$ cat src/hdl/msicb_pkg.sv
// Functional notes
// header byte 7:0 reads constant 05h
// next pointer bits 15:8 read 00h
// enable clear: legacy pin interrupts only
// enable set: messages, input pins ignored
// requested count field 19:17 reads 000
// granted count field 22:20 writable, resets 000
// low address bits 31:2 writable, 1:0 zero
// upper address writable; bit 23 resets one
// data bits 15:0 writable, 31:16 zero
// enabled event issues write, 64-bit if upper nonzero
//
// package for the message interrupt capability block: offsets, fields,
// reset values and the structs carried between the bus front end, core and link.
// assumes a 32-bit AXI4-Lite register bus with 12-bit byte addresses.
package msicb_pkg;

  localparam int ADDR_W = 12;                          // bus byte address width

  // register byte offsets
  localparam logic [11:0] OFF_HEADER   = 12'h0F0;      // id, next pointer, control
  localparam logic [11:0] OFF_ADDR_LO  = 12'h0F4;      // message address low
  localparam logic [11:0] OFF_ADDR_HI  = 12'h0F8;      // message address high
  localparam logic [11:0] OFF_PAYLOAD  = 12'h0FC;      // message data
  localparam logic [11:0] OFF_IRQ_STAT = 12'h000;      // sticky event status, w1c
  localparam logic [11:0] OFF_IRQ_MASK = 12'h004;      // event mask
  localparam logic [11:0] OFF_STATE    = 12'h008;      // live state, read only

  // header word fields
  localparam logic [7:0]  CAP_ID       = 8'h05;        // capability identifier
  localparam logic [7:0]  NEXT_PTR     = 8'h00;        // end of list
  localparam int          EN_BIT       = 16;           // message enable
  localparam int          REQ_LSB      = 17;           // requested count, 3 bits
  localparam int          GRANT_LSB    = 20;           // granted count, 3 bits
  localparam int          CAP64_BIT    = 23;           // 64-bit address capable
  localparam logic [2:0]  REQ_CODE     = 3'h0;         // one vector requested
  localparam logic [2:0]  GRANT_RST    = 3'h0;
  localparam logic        CAP64_RST    = 1'b1;
  localparam logic        EN_RST       = 1'b0;

  // address and data register layouts
  localparam logic [31:0] ADDR_LO_MASK = 32'hFFFFFFFC;  // bits 1:0 read zero
  localparam logic [31:0] PAYLOAD_MASK = 32'h0000FFFF;  // bits 31:16 read zero
  localparam logic [31:0] WORD_RST     = 32'h00000000;

  // interrupt status / mask bit positions
  localparam int          EV_SENT      = 0;            // message accepted by link
  localparam int          EV_DROP      = 1;            // request lost while busy
  localparam int          EV_LEGACY    = 2;            // legacy pin rose while disabled
  localparam int          EV_W         = 3;
  localparam logic [2:0]  EV_RST       = 3'h0;

  // bus response codes
  localparam logic [1:0]  RESP_OKAY    = 2'h0;
  localparam logic [1:0]  RESP_SLVERR  = 2'h2;

  // one register write, handed from front end to core
  typedef struct packed {
    logic [11:0] addr;
    logic [31:0] data;
    logic [3:0]  strb;
  } msicb_wr_t;

  // one outgoing memory write toward the root complex
  typedef struct packed {
    logic [63:0] addr;
    logic [31:0] data;
    logic        is64;
  } msicb_msg_t;

endpackage

$ cat src/hdl/msicb_axil_slave.sv
// AXI4-Lite slave front end for the capability block.
// assumes the core decodes addresses combinationally and answers within
// the cycle; one write and one read in flight at a time.
`timescale 1ns/10ps
module msicb_axil_slave
(
  input  wire logic                 core_clk,
  input  wire logic                 reset,
  input  wire logic [11:0]          s_axi_awaddr,
  input  wire logic                 s_axi_awvalid,
  output logic                      s_axi_awready,
  input  wire logic [31:0]          s_axi_wdata,
  input  wire logic [3:0]           s_axi_wstrb,
  input  wire logic                 s_axi_wvalid,
  output logic                      s_axi_wready,
  output logic [1:0]                s_axi_bresp,
  output logic                      s_axi_bvalid,
  input  wire logic                 s_axi_bready,
  input  wire logic [11:0]          s_axi_araddr,
  input  wire logic                 s_axi_arvalid,
  output logic                      s_axi_arready,
  output logic [31:0]               s_axi_rdata,
  output logic [1:0]                s_axi_rresp,
  output logic                      s_axi_rvalid,
  input  wire logic                 s_axi_rready,
  output msicb_pkg::msicb_wr_t      wrReq,
  output logic                      wrStrobe,
  input  wire logic                 wrHit,
  output logic [11:0]               rdAddr,
  input  wire logic [31:0]          rdData,
  input  wire logic                 rdHit
);

  logic        awHeld_reg;   // write address captured
  logic        wHeld_reg;    // write data captured
  logic [11:0] awAddr_reg;
  logic [31:0] wData_reg;
  logic [3:0]  wStrb_reg;
  logic        bValid_reg;
  logic [1:0]  bResp_reg;
  logic        rValid_reg;
  logic [31:0] rData_reg;
  logic [1:0]  rResp_reg;

  // channels take items independently; both stall while a response waits
  assign s_axi_awready = !awHeld_reg && !bValid_reg;
  assign s_axi_wready  = !wHeld_reg && !bValid_reg;
  assign s_axi_arready = !rValid_reg;

  // the write fires in the first cycle that both halves are held
  assign wrStrobe = awHeld_reg && wHeld_reg && !bValid_reg;
  assign wrReq    = '{addr: awAddr_reg, data: wData_reg, strb: wStrb_reg};
  assign rdAddr   = s_axi_araddr;

  assign s_axi_bvalid = bValid_reg;
  assign s_axi_bresp  = bResp_reg;
  assign s_axi_rvalid = rValid_reg;
  assign s_axi_rdata  = rData_reg;
  assign s_axi_rresp  = rResp_reg;

  // write path: capture address and data in either order, then answer
  always_ff @(posedge core_clk)
  begin
    if (reset)
    begin
      awHeld_reg <= 1'b0;
      wHeld_reg  <= 1'b0;
      awAddr_reg <= '0;
      wData_reg  <= '0;
      wStrb_reg  <= '0;
      bValid_reg <= 1'b0;
      bResp_reg  <= msicb_pkg::RESP_OKAY;
    end
    else
    begin
      if (s_axi_awvalid && s_axi_awready)
      begin
        awHeld_reg <= 1'b1;
        awAddr_reg <= s_axi_awaddr;
      end
      if (s_axi_wvalid && s_axi_wready)
      begin
        wHeld_reg <= 1'b1;
        wData_reg <= s_axi_wdata;
        wStrb_reg <= s_axi_wstrb;
      end
      if (wrStrobe)
      begin
        // unmapped addresses are answered, never hung
        awHeld_reg <= 1'b0;
        wHeld_reg  <= 1'b0;
        bValid_reg <= 1'b1;
        bResp_reg  <= wrHit ? msicb_pkg::RESP_OKAY : msicb_pkg::RESP_SLVERR;
      end
      else if (bValid_reg && s_axi_bready)
        bValid_reg <= 1'b0;
    end
  end

  // read path: data sampled at the address handshake
  always_ff @(posedge core_clk)
  begin
    if (reset)
    begin
      rValid_reg <= 1'b0;
      rData_reg  <= '0;
      rResp_reg  <= msicb_pkg::RESP_OKAY;
    end
    else if (s_axi_arvalid && s_axi_arready)
    begin
      rValid_reg <= 1'b1;
      rData_reg  <= rdHit ? rdData : 32'h00000000;
      rResp_reg  <= rdHit ? msicb_pkg::RESP_OKAY : msicb_pkg::RESP_SLVERR;
    end
    else if (rValid_reg && s_axi_rready)
      rValid_reg <= 1'b0;
  end

endmodule

$ cat src/hdl/msicb_top.sv
// message signalled interrupt capability: registers, legacy pin path,
// and the memory-write message issuer toward the root complex.
// assumes intxPins are asynchronous pins; msgRequest comes from core logic
// on core_clk; the link side accepts a message on msgValid && msgReady.
`timescale 1ns/10ps
module msicb_top
(
  input  wire logic                 core_clk,
  input  wire logic                 reset,
  // register bus
  input  wire logic [11:0]          s_axi_awaddr,
  input  wire logic                 s_axi_awvalid,
  output logic                      s_axi_awready,
  input  wire logic [31:0]          s_axi_wdata,
  input  wire logic [3:0]           s_axi_wstrb,
  input  wire logic                 s_axi_wvalid,
  output logic                      s_axi_wready,
  output logic [1:0]                s_axi_bresp,
  output logic                      s_axi_bvalid,
  input  wire logic                 s_axi_bready,
  input  wire logic [11:0]          s_axi_araddr,
  input  wire logic                 s_axi_arvalid,
  output logic                      s_axi_arready,
  output logic [31:0]               s_axi_rdata,
  output logic [1:0]                s_axi_rresp,
  output logic                      s_axi_rvalid,
  input  wire logic                 s_axi_rready,
  // legacy interrupt pins in, and their forwarded level out
  input  wire logic [3:0]           intxPins,
  output logic [3:0]                intxOut,
  // interrupt condition from bridge logic
  input  wire logic                 msgRequest,
  input  wire logic [4:0]           msgVector,
  // outgoing message write
  output msicb_pkg::msicb_msg_t     msgOut,
  output logic                      msgValid,
  input  wire logic                 msgReady,
  // block interrupt
  output logic                      irq
);

  typedef enum logic [0:0] {MSICB_IDLE, MSICB_SEND} msicb_state_t;

  // byte-enable merge, used by every writable register except the w1c status
  function automatic logic [31:0] mergeBytes(input logic [31:0] oldVal,
                                             input logic [31:0] newVal,
                                             input logic [3:0]  strb);
    logic [31:0] res;
    res = oldVal;
    for (int i = 0; i < 4; i++)
    begin
      if (strb[i])
        res[8*i +: 8] = newVal[8*i +: 8];
    end
    return res;
  endfunction

  // vector bits that the granted count lets the device alter
  function automatic logic [4:0] vecMask(input logic [2:0] code);
    logic [4:0] m;
    unique case (code)
      3'h0:    m = 5'h00;
      3'h1:    m = 5'h01;
      3'h2:    m = 5'h03;
      3'h3:    m = 5'h07;
      3'h4:    m = 5'h0F;
      3'h5:    m = 5'h1F;
      default: m = 5'h00;   // reserved codes fall back to one vector
    endcase
    return m;
  endfunction

  // front-end wires
  msicb_pkg::msicb_wr_t wrReq;
  logic                 wrStrobe;
  logic                 wrHit;
  logic [11:0]          rdAddr;
  logic [31:0]          rdData;
  logic                 rdHit;

  // capability registers
  logic                 enable_reg;            // message mode when set
  logic [2:0]           grant_reg;             // granted vector count code
  logic                 cap64_reg;             // 64-bit capable flag
  logic [31:0]          addrLo_reg;
  logic [31:0]          addrHi_reg;
  logic [31:0]          payload_reg;

  // event status and mask
  logic [2:0]           status_reg;
  logic [2:0]           status_next;
  logic [2:0]           mask_reg;

  // pin synchroniser and edge memory
  logic [3:0]           pinMeta_reg;           // first stage, read only by second
  logic [3:0]           pinSync_reg;
  logic [3:0]           pinPrev_reg;

  // message issuer
  msicb_state_t         state_reg;
  logic                 pending_reg;           // request waiting to go out
  logic [4:0]           vector_reg;
  msicb_pkg::msicb_msg_t msg_reg;

  msicb_axil_slave u_slave
  (
    .core_clk      (core_clk),
    .reset         (reset),
    .s_axi_awaddr  (s_axi_awaddr),
    .s_axi_awvalid (s_axi_awvalid),
    .s_axi_awready (s_axi_awready),
    .s_axi_wdata   (s_axi_wdata),
    .s_axi_wstrb   (s_axi_wstrb),
    .s_axi_wvalid  (s_axi_wvalid),
    .s_axi_wready  (s_axi_wready),
    .s_axi_bresp   (s_axi_bresp),
    .s_axi_bvalid  (s_axi_bvalid),
    .s_axi_bready  (s_axi_bready),
    .s_axi_araddr  (s_axi_araddr),
    .s_axi_arvalid (s_axi_arvalid),
    .s_axi_arready (s_axi_arready),
    .s_axi_rdata   (s_axi_rdata),
    .s_axi_rresp   (s_axi_rresp),
    .s_axi_rvalid  (s_axi_rvalid),
    .s_axi_rready  (s_axi_rready),
    .wrReq         (wrReq),
    .wrStrobe      (wrStrobe),
    .wrHit         (wrHit),
    .rdAddr        (rdAddr),
    .rdData        (rdData),
    .rdHit         (rdHit)
  );

  // write decode
  wire wrHeader  = wrStrobe && (wrReq.addr == msicb_pkg::OFF_HEADER);
  wire wrAddrLo  = wrStrobe && (wrReq.addr == msicb_pkg::OFF_ADDR_LO);
  wire wrAddrHi  = wrStrobe && (wrReq.addr == msicb_pkg::OFF_ADDR_HI);
  wire wrPayload = wrStrobe && (wrReq.addr == msicb_pkg::OFF_PAYLOAD);
  wire wrStat    = wrStrobe && (wrReq.addr == msicb_pkg::OFF_IRQ_STAT);
  wire wrMask    = wrStrobe && (wrReq.addr == msicb_pkg::OFF_IRQ_MASK);
  // read-only registers still take writes silently
  assign wrHit = (wrReq.addr == msicb_pkg::OFF_HEADER) || (wrReq.addr == msicb_pkg::OFF_ADDR_LO)
              || (wrReq.addr == msicb_pkg::OFF_ADDR_HI) || (wrReq.addr == msicb_pkg::OFF_PAYLOAD)
              || (wrReq.addr == msicb_pkg::OFF_IRQ_STAT) || (wrReq.addr == msicb_pkg::OFF_IRQ_MASK)
              || (wrReq.addr == msicb_pkg::OFF_STATE);

  // header word as software sees it
  wire [31:0] headerWord = {8'h00,                       // upper control bits read zero
                            cap64_reg,
                            grant_reg,
                            msicb_pkg::REQ_CODE,
                            enable_reg,
                            msicb_pkg::NEXT_PTR,
                            msicb_pkg::CAP_ID};
  wire [31:0] headerMerged = mergeBytes(headerWord, wrReq.data, wrReq.strb);
  wire [31:0] addrLoNext   = mergeBytes(addrLo_reg, wrReq.data, wrReq.strb)
                             & msicb_pkg::ADDR_LO_MASK;
  wire [31:0] payloadNext  = mergeBytes(payload_reg, wrReq.data, wrReq.strb)
                             & msicb_pkg::PAYLOAD_MASK;
  wire [31:0] maskMerged   = mergeBytes({29'h00000000, mask_reg}, wrReq.data, wrReq.strb);
  wire [31:0] stateWord    = {24'h000000, pinSync_reg, 2'h0,
                              (state_reg == MSICB_SEND), pending_reg};

  // read decode
  wire selHdr = (rdAddr == msicb_pkg::OFF_HEADER);
  wire selLo  = (rdAddr == msicb_pkg::OFF_ADDR_LO);
  wire selHi  = (rdAddr == msicb_pkg::OFF_ADDR_HI);
  wire selPl  = (rdAddr == msicb_pkg::OFF_PAYLOAD);
  wire selSt  = (rdAddr == msicb_pkg::OFF_IRQ_STAT);
  wire selMk  = (rdAddr == msicb_pkg::OFF_IRQ_MASK);
  wire selLv  = (rdAddr == msicb_pkg::OFF_STATE);
  assign rdHit  = selHdr | selLo | selHi | selPl | selSt | selMk | selLv;
  assign rdData = selHdr ? headerWord
                : selLo  ? addrLo_reg
                : selHi  ? addrHi_reg
                : selPl  ? payload_reg
                : selSt  ? {29'h00000000, status_reg}
                : selMk  ? {29'h00000000, mask_reg}
                : selLv  ? stateWord
                : 32'h00000000;

  // capability register writes
  always_ff @(posedge core_clk)
  begin
    if (reset)
    begin
      enable_reg  <= msicb_pkg::EN_RST;
      grant_reg   <= msicb_pkg::GRANT_RST;
      cap64_reg   <= msicb_pkg::CAP64_RST;
      addrLo_reg  <= msicb_pkg::WORD_RST;
      addrHi_reg  <= msicb_pkg::WORD_RST;
      payload_reg <= msicb_pkg::WORD_RST;
      mask_reg    <= msicb_pkg::EV_RST;
    end
    else
    begin
      if (wrHeader)
      begin
        // id, pointer and requested count stay fixed
        enable_reg <= headerMerged[msicb_pkg::EN_BIT];
        grant_reg  <= headerMerged[msicb_pkg::GRANT_LSB +: 3];
        cap64_reg  <= headerMerged[msicb_pkg::CAP64_BIT];
      end
      if (wrAddrLo)
        addrLo_reg <= addrLoNext;
      if (wrAddrHi)
        addrHi_reg <= mergeBytes(addrHi_reg, wrReq.data, wrReq.strb);
      if (wrPayload)
        payload_reg <= payloadNext;
      if (wrMask)
        mask_reg <= maskMerged[2:0];
    end
  end

  // legacy pins: two flops before anything looks at them
  always_ff @(posedge core_clk)
  begin
    if (reset)
    begin
      pinMeta_reg <= 4'h0;
      pinSync_reg <= 4'h0;
      pinPrev_reg <= 4'h0;
    end
    else
    begin
      pinMeta_reg <= intxPins;
      pinSync_reg <= pinMeta_reg;
      pinPrev_reg <= pinSync_reg;
    end
  end

  // legacy level forwarded only while messages are off
  assign intxOut = enable_reg ? 4'h0 : pinSync_reg;
  wire legacyRise = !enable_reg && |(pinSync_reg & ~pinPrev_reg);

  // issuer events
  wire reqTake   = enable_reg && msgRequest;
  wire launch    = (state_reg == MSICB_IDLE) && pending_reg && enable_reg;
  wire delivered = (state_reg == MSICB_SEND) && msgReady;
  wire reqDrop   = reqTake && pending_reg;                       // only one held

  // sticky status: a new event beats a same-cycle software clear
  always_comb
  begin
    status_next = status_reg;
    if (wrStat)
      status_next = status_reg & ~(wrReq.data[2:0] & {3{wrReq.strb[0]}});
    if (delivered)
      status_next[msicb_pkg::EV_SENT] = 1'b1;
    if (reqDrop)
      status_next[msicb_pkg::EV_DROP] = 1'b1;
    if (legacyRise)
      status_next[msicb_pkg::EV_LEGACY] = 1'b1;
  end

  always_ff @(posedge core_clk)
  begin
    if (reset)
      status_reg <= msicb_pkg::EV_RST;
    else
      status_reg <= status_next;
  end

  assign irq = |(status_reg & mask_reg);

  // message payload: low data bits carry the vector within the grant
  wire [4:0]  vmask    = vecMask(grant_reg);
  wire [15:0] msgData  = {payload_reg[15:5],
                          (payload_reg[4:0] & ~vmask) | (vector_reg & vmask)};
  wire        use64    = (addrHi_reg != 32'h00000000);

  // issuer: hold one request, present it until the link accepts it
  always_ff @(posedge core_clk)
  begin
    if (reset)
    begin
      state_reg   <= MSICB_IDLE;
      pending_reg <= 1'b0;
      vector_reg  <= 5'h00;
      msg_reg     <= '0;
    end
    else
    begin
      if (reqTake && !pending_reg)
      begin
        pending_reg <= 1'b1;
        vector_reg  <= msgVector;
      end
      else if (launch || !enable_reg)
        pending_reg <= 1'b0;                 // disable discards a waiting request
      unique case (state_reg)
        MSICB_IDLE:
        begin
          if (launch)
          begin
            // address and data frozen while the write is offered
            msg_reg.addr <= {use64 ? addrHi_reg : 32'h00000000, addrLo_reg};
            msg_reg.data <= {16'h0000, msgData};
            msg_reg.is64 <= use64;
            state_reg    <= MSICB_SEND;
          end
        end
        MSICB_SEND:
        begin
          if (msgReady)
            state_reg <= MSICB_IDLE;
        end
      endcase
    end
  end

  assign msgValid = (state_reg == MSICB_SEND);
  assign msgOut   = msg_reg;

endmodule

$ cat config.mk
export PLATFORM = sky130hd
export DESIGN_NAME = msicb_top
export DESIGN_NICKNAME = d
export VERILOG_FILES = /design/src/hdl/msicb_pkg.sv /design/src/hdl/msicb_axil_slave.sv /design/src/hdl/msicb_top.sv
export SDC_FILE = /design/constraint.sdc
export NUM_CORES = 1
export LEC_CHECK = 0
export BUFFER_PORTS_ARGS = -buffer_cell sky130_fd_sc_hd__buf_2
export CAP_MARGIN = 20
export CORE_UTILIZATION = 50
export DETAILED_ROUTE_END_ITERATION = 10
export HOLD_SLACK_MARGIN = 0.02
export PLACE_DENSITY = 0.83
export SKIP_LAST_GASP = 1
export SLEW_MARGIN = 20
export SYNTH_ARGS = -nofsm -noshare
export SYNTH_HDL_FRONTEND = slang
export SYNTH_SLANG_ARGS = --single-unit
$ cat constraint.sdc
create_clock -name core_clk -period 1.6 [get_ports core_clk]
set_input_delay 0.24 -clock core_clk [delete_from_list [all_inputs] [get_ports core_clk]]
set_output_delay 0.24 -clock core_clk [all_outputs]
set_load 0.01 [all_outputs]
==> summary.txt <==
Outcome
  – Status: complete, but fails checks
  – Failing checks: setup timing

Floorplan
  – Die Span Y: 151 um
  – Die width: 151 um
  – Core Footprint: 21800 sq um
  – Initial core utilization: 50.9%
  – Io pins: 222
  – Die area: 22800 sq um
  – Row count: 54

Yosys
  – Synth async-reset ratio: 0%
  – Register area share after synthesis: 49.2%
  – Leading register cell type out of synthesis: dfxtp_1
  – Number of enable flip-flop cells after synthesis: 0
  – Cell variety after synth: 59
  – Yosys warnings: 0
  – Synthesized area: 11100 sq um
  – Seq cells post-synth: 273
  – Gate Count Post-Synth: 1298
  – Avg Cell Area, Syn: 8.55 sq um

STA
  – Setup TNS: -6.29 ns
  – Fin. Hold Viols: 0
  – Highest clock rate: 549 MHz
  – Fin crit share: 114%
  – Hold slack: 0.0417 ns
  – Final setup slack of the worst path: -0.221 ns
  – RSZ-0062 raised after global routing: yes
  – Final Max Slew Viols: 0
  – Final setup fails: 57
  – Tmin final: 1.82 ns
  – Clock Skew: 0.0118 ns

Clocking
  – Clock tree root buffer cell: clkbuf_16
  – Clock sink count: 273
  – Reg clk slew, reported paths: 0.06 ns
  – Clk_lat worst skew: 0.53 ns
  – CTS tree: yes
  – TritonCTS buffer count: 27
  – Clock tree buffer depth: 3
  – H-tree Lvls: 1

Global routing
  – Aggregate global-route resource usage: 30.3%
  – First-pass GRT wire length: 53800 um
  – Number of global-route vias before repair: 10200
  – Global route total overflow: 0
  – Largest net degree at the start of global routing: 114
  – Initial antenna violation count: 0

Critical path
  – Startpoint class of the critical path: register
  – R2R Setup Slk: -0.22 ns
  – Worst path cell trace: or4_4, nor4_4, buf_12, nand3_4, mux2i_1
  – Crit path required time: 2.03 ns
  – Worst Path Arrival: 2.26 ns
  – CP top delay family: simple AND/OR/NAND/NOR gates
  – Crit-path max cell delay: 0.55 ns
  – CP Max Fanout: 8
  – Critical path's slowest cell: or4_4
  – CP Class: reg -> reg
  – Crit path buf inv count: 1
  – Endpoint class of the critical path: register

Placed design
  – Placed cells: 1778
  – # port buffers: 201
  – Dpl hpwl: 23700 um
  – GP Congestion: 0.902
  – Post-place setup slack: -0.217 ns

Power
  – Overall Power: 14500 uW
  – Worst vdd ir: 843 uV
  – Pwr per Cell Area: 995 nW/um^2
  – Leak: 0.00598 uW

Layout
  – Post-route insts no fill: 1890
  – Area delta synth->final: 31.2%
  – Nets: 1669
  – Antenna cells: 0
  – Fraction of layout cells with a size suffix above 1: 23.1%
  – Max FFs per register: 79

Routing
  – Vias per std cell: 5.64
  – First-pass DRT Iterations: 5
  – Detailed Route WL: 35000 um
  – Vias post-DR: 10700
  – Residual DRC: 0
  – DR iter-0 viols: 838
  – Drt wl/cell: 18.5 um
  – DRT antenna net count: 0

Job
  – Max Cap Viol: 0

Min path
  – Worst hold path class: in -> reg
[power by group]
part | internal (uW) | leakage, uW | switching (uW) | total, uW
clock | 3830 | 0.000425 | 2590 | 6420
sequential | 6910 | 0.00221 | 102 | 7010
combinational | 471 | 0.00334 | 596 | 1070
[cell type report]
class / count / area [sq um]
Clock buffer: 44 / 790
Sequential cell: 273 / 5470
Fill cell: 1694 / 7260
Tap cell: 280 / 350
Inverter: 11 / 41.3
Clock inverter: 4 / 97.6
Timing Repair Buffer: 355 / 2510
Multi-Input combinational cell: 923 / 5300
[final timing paths]
| path | endpoint | startpoint | cells past startpoint |
|---|---|---|---|
| worst min-delay path | u_slave.wData_reg[15]$_SDFFE_PP0P_ | s_axi_wdata[15] | 3 |
| worst max register to register | addrHi_reg[22]$_SDFFE_PP0P_ | u_slave.awAddr_reg[11]$_SDFFE_PP0P_ | 5 |
| worst min register to register | pinSync_reg[2]$_SDFF_PP0_ | pinMeta_reg[2]$_SDFF_PP0_ | 1 |
| worst max-delay path | addrHi_reg[22]$_SDFFE_PP0P_ | u_slave.awAddr_reg[11]$_SDFFE_PP0P_ | 5 |
[cell usage in the layout, fill, tap and decap left out, drive strengths merged, types with 25 or more instances in the layout]
cell type / count
a21oi: 159
mux2i: 74
buf: 295
nor2: 37
nand2b: 94
o21ai: 53
nand2: 284
clkbuf: 44
nand4: 32
a22oi: 25
dlygate4sd3: 60
dfxtp: 273
[metrics by stage]
stage          utilization [%]  instance area (sq um)
2_1_floorplan                -                  11200
3_3_place_gp              59.2                  12900
3_5_place_dp              59.2                  12900
4_1_cts                   66.4                  14500
5_1_grt                   66.7                  14600
6_report                  66.7                  14600
[layer usage]
metal / vias to the layer above / wire length, um / track usage, %
met2: 495 / 16900 / 51.9
met5: - / 0 / 0
met4: 0 / 1300 / 11.9
met3: 97 / 2560 / 4.70
li1: 5013 / - / -
met1: 5060 / 14200 / 38.0
[cells by family (layout without fill, tap and decap cells)]
group / after synthesis / count (layout) / synth area share, %
XOR/XNOR: 1 / 1 / 0.0789
AND/OR/NAND/NOR: 541 / 541 / 24.0
multiplexers: 74 / 74 / 6.67
flip-flops: 273 / 273 / 49.2
AO/OA/AOI/OAI: 287 / 287 / 15.0
other: 1 / 20 / 0.0338
buffers and inverters: 121 / 414 / 5.00
[timing repair]
item	CTS	global route
resized for setup	13	28
setup endpoints to repair	76	122
gates cloned	0	0
hold endpoints to repair	60	0
pin swaps	10	2
hold buffers	60	0
setup buffers	3	1
[worst min-delay path, stage by stage]
cell	delay (ns)
buf_2	0.10
nand2_1	0.10
a21oi_1	0.08
[synthesized netlist by cell type, drive strengths merged (2+ instances only)]
cell type,n,share of area (%)
nor2b,20,1.1
and2,5,0.28
nand4,32,1.8
a32oi,2,0.16
nand2b,94,5.3
o22ai,3,0.17
a311oi,3,0.24
or2,4,0.23
a22oi,25,1.7
nor4b,3,0.24
a211o,2,0.16
mux2i,74,6.7
a21oi,159,7.2
or4,3,0.24
clkbuf,69,2.3
buf,41,2.3
o2bb2a,2,0.18
nand3b,2,0.14
and4,4,0.32
inv,11,0.37
o31ai,2,0.14
a22o,13,1.0
nand3,11,0.83
nor2,37,1.3
o2111ai,3,0.24
o211ai,2,0.14
a221oi,2,0.16
nand2,284,9.6
a211oi,5,0.34
o21ai,53,2.4
nor3,14,0.63
and3,4,0.23
nor4,20,1.5
o21a,3,0.20
dfxtp,273,49
No activity file was read; power rests on OpenSTA's default activity.
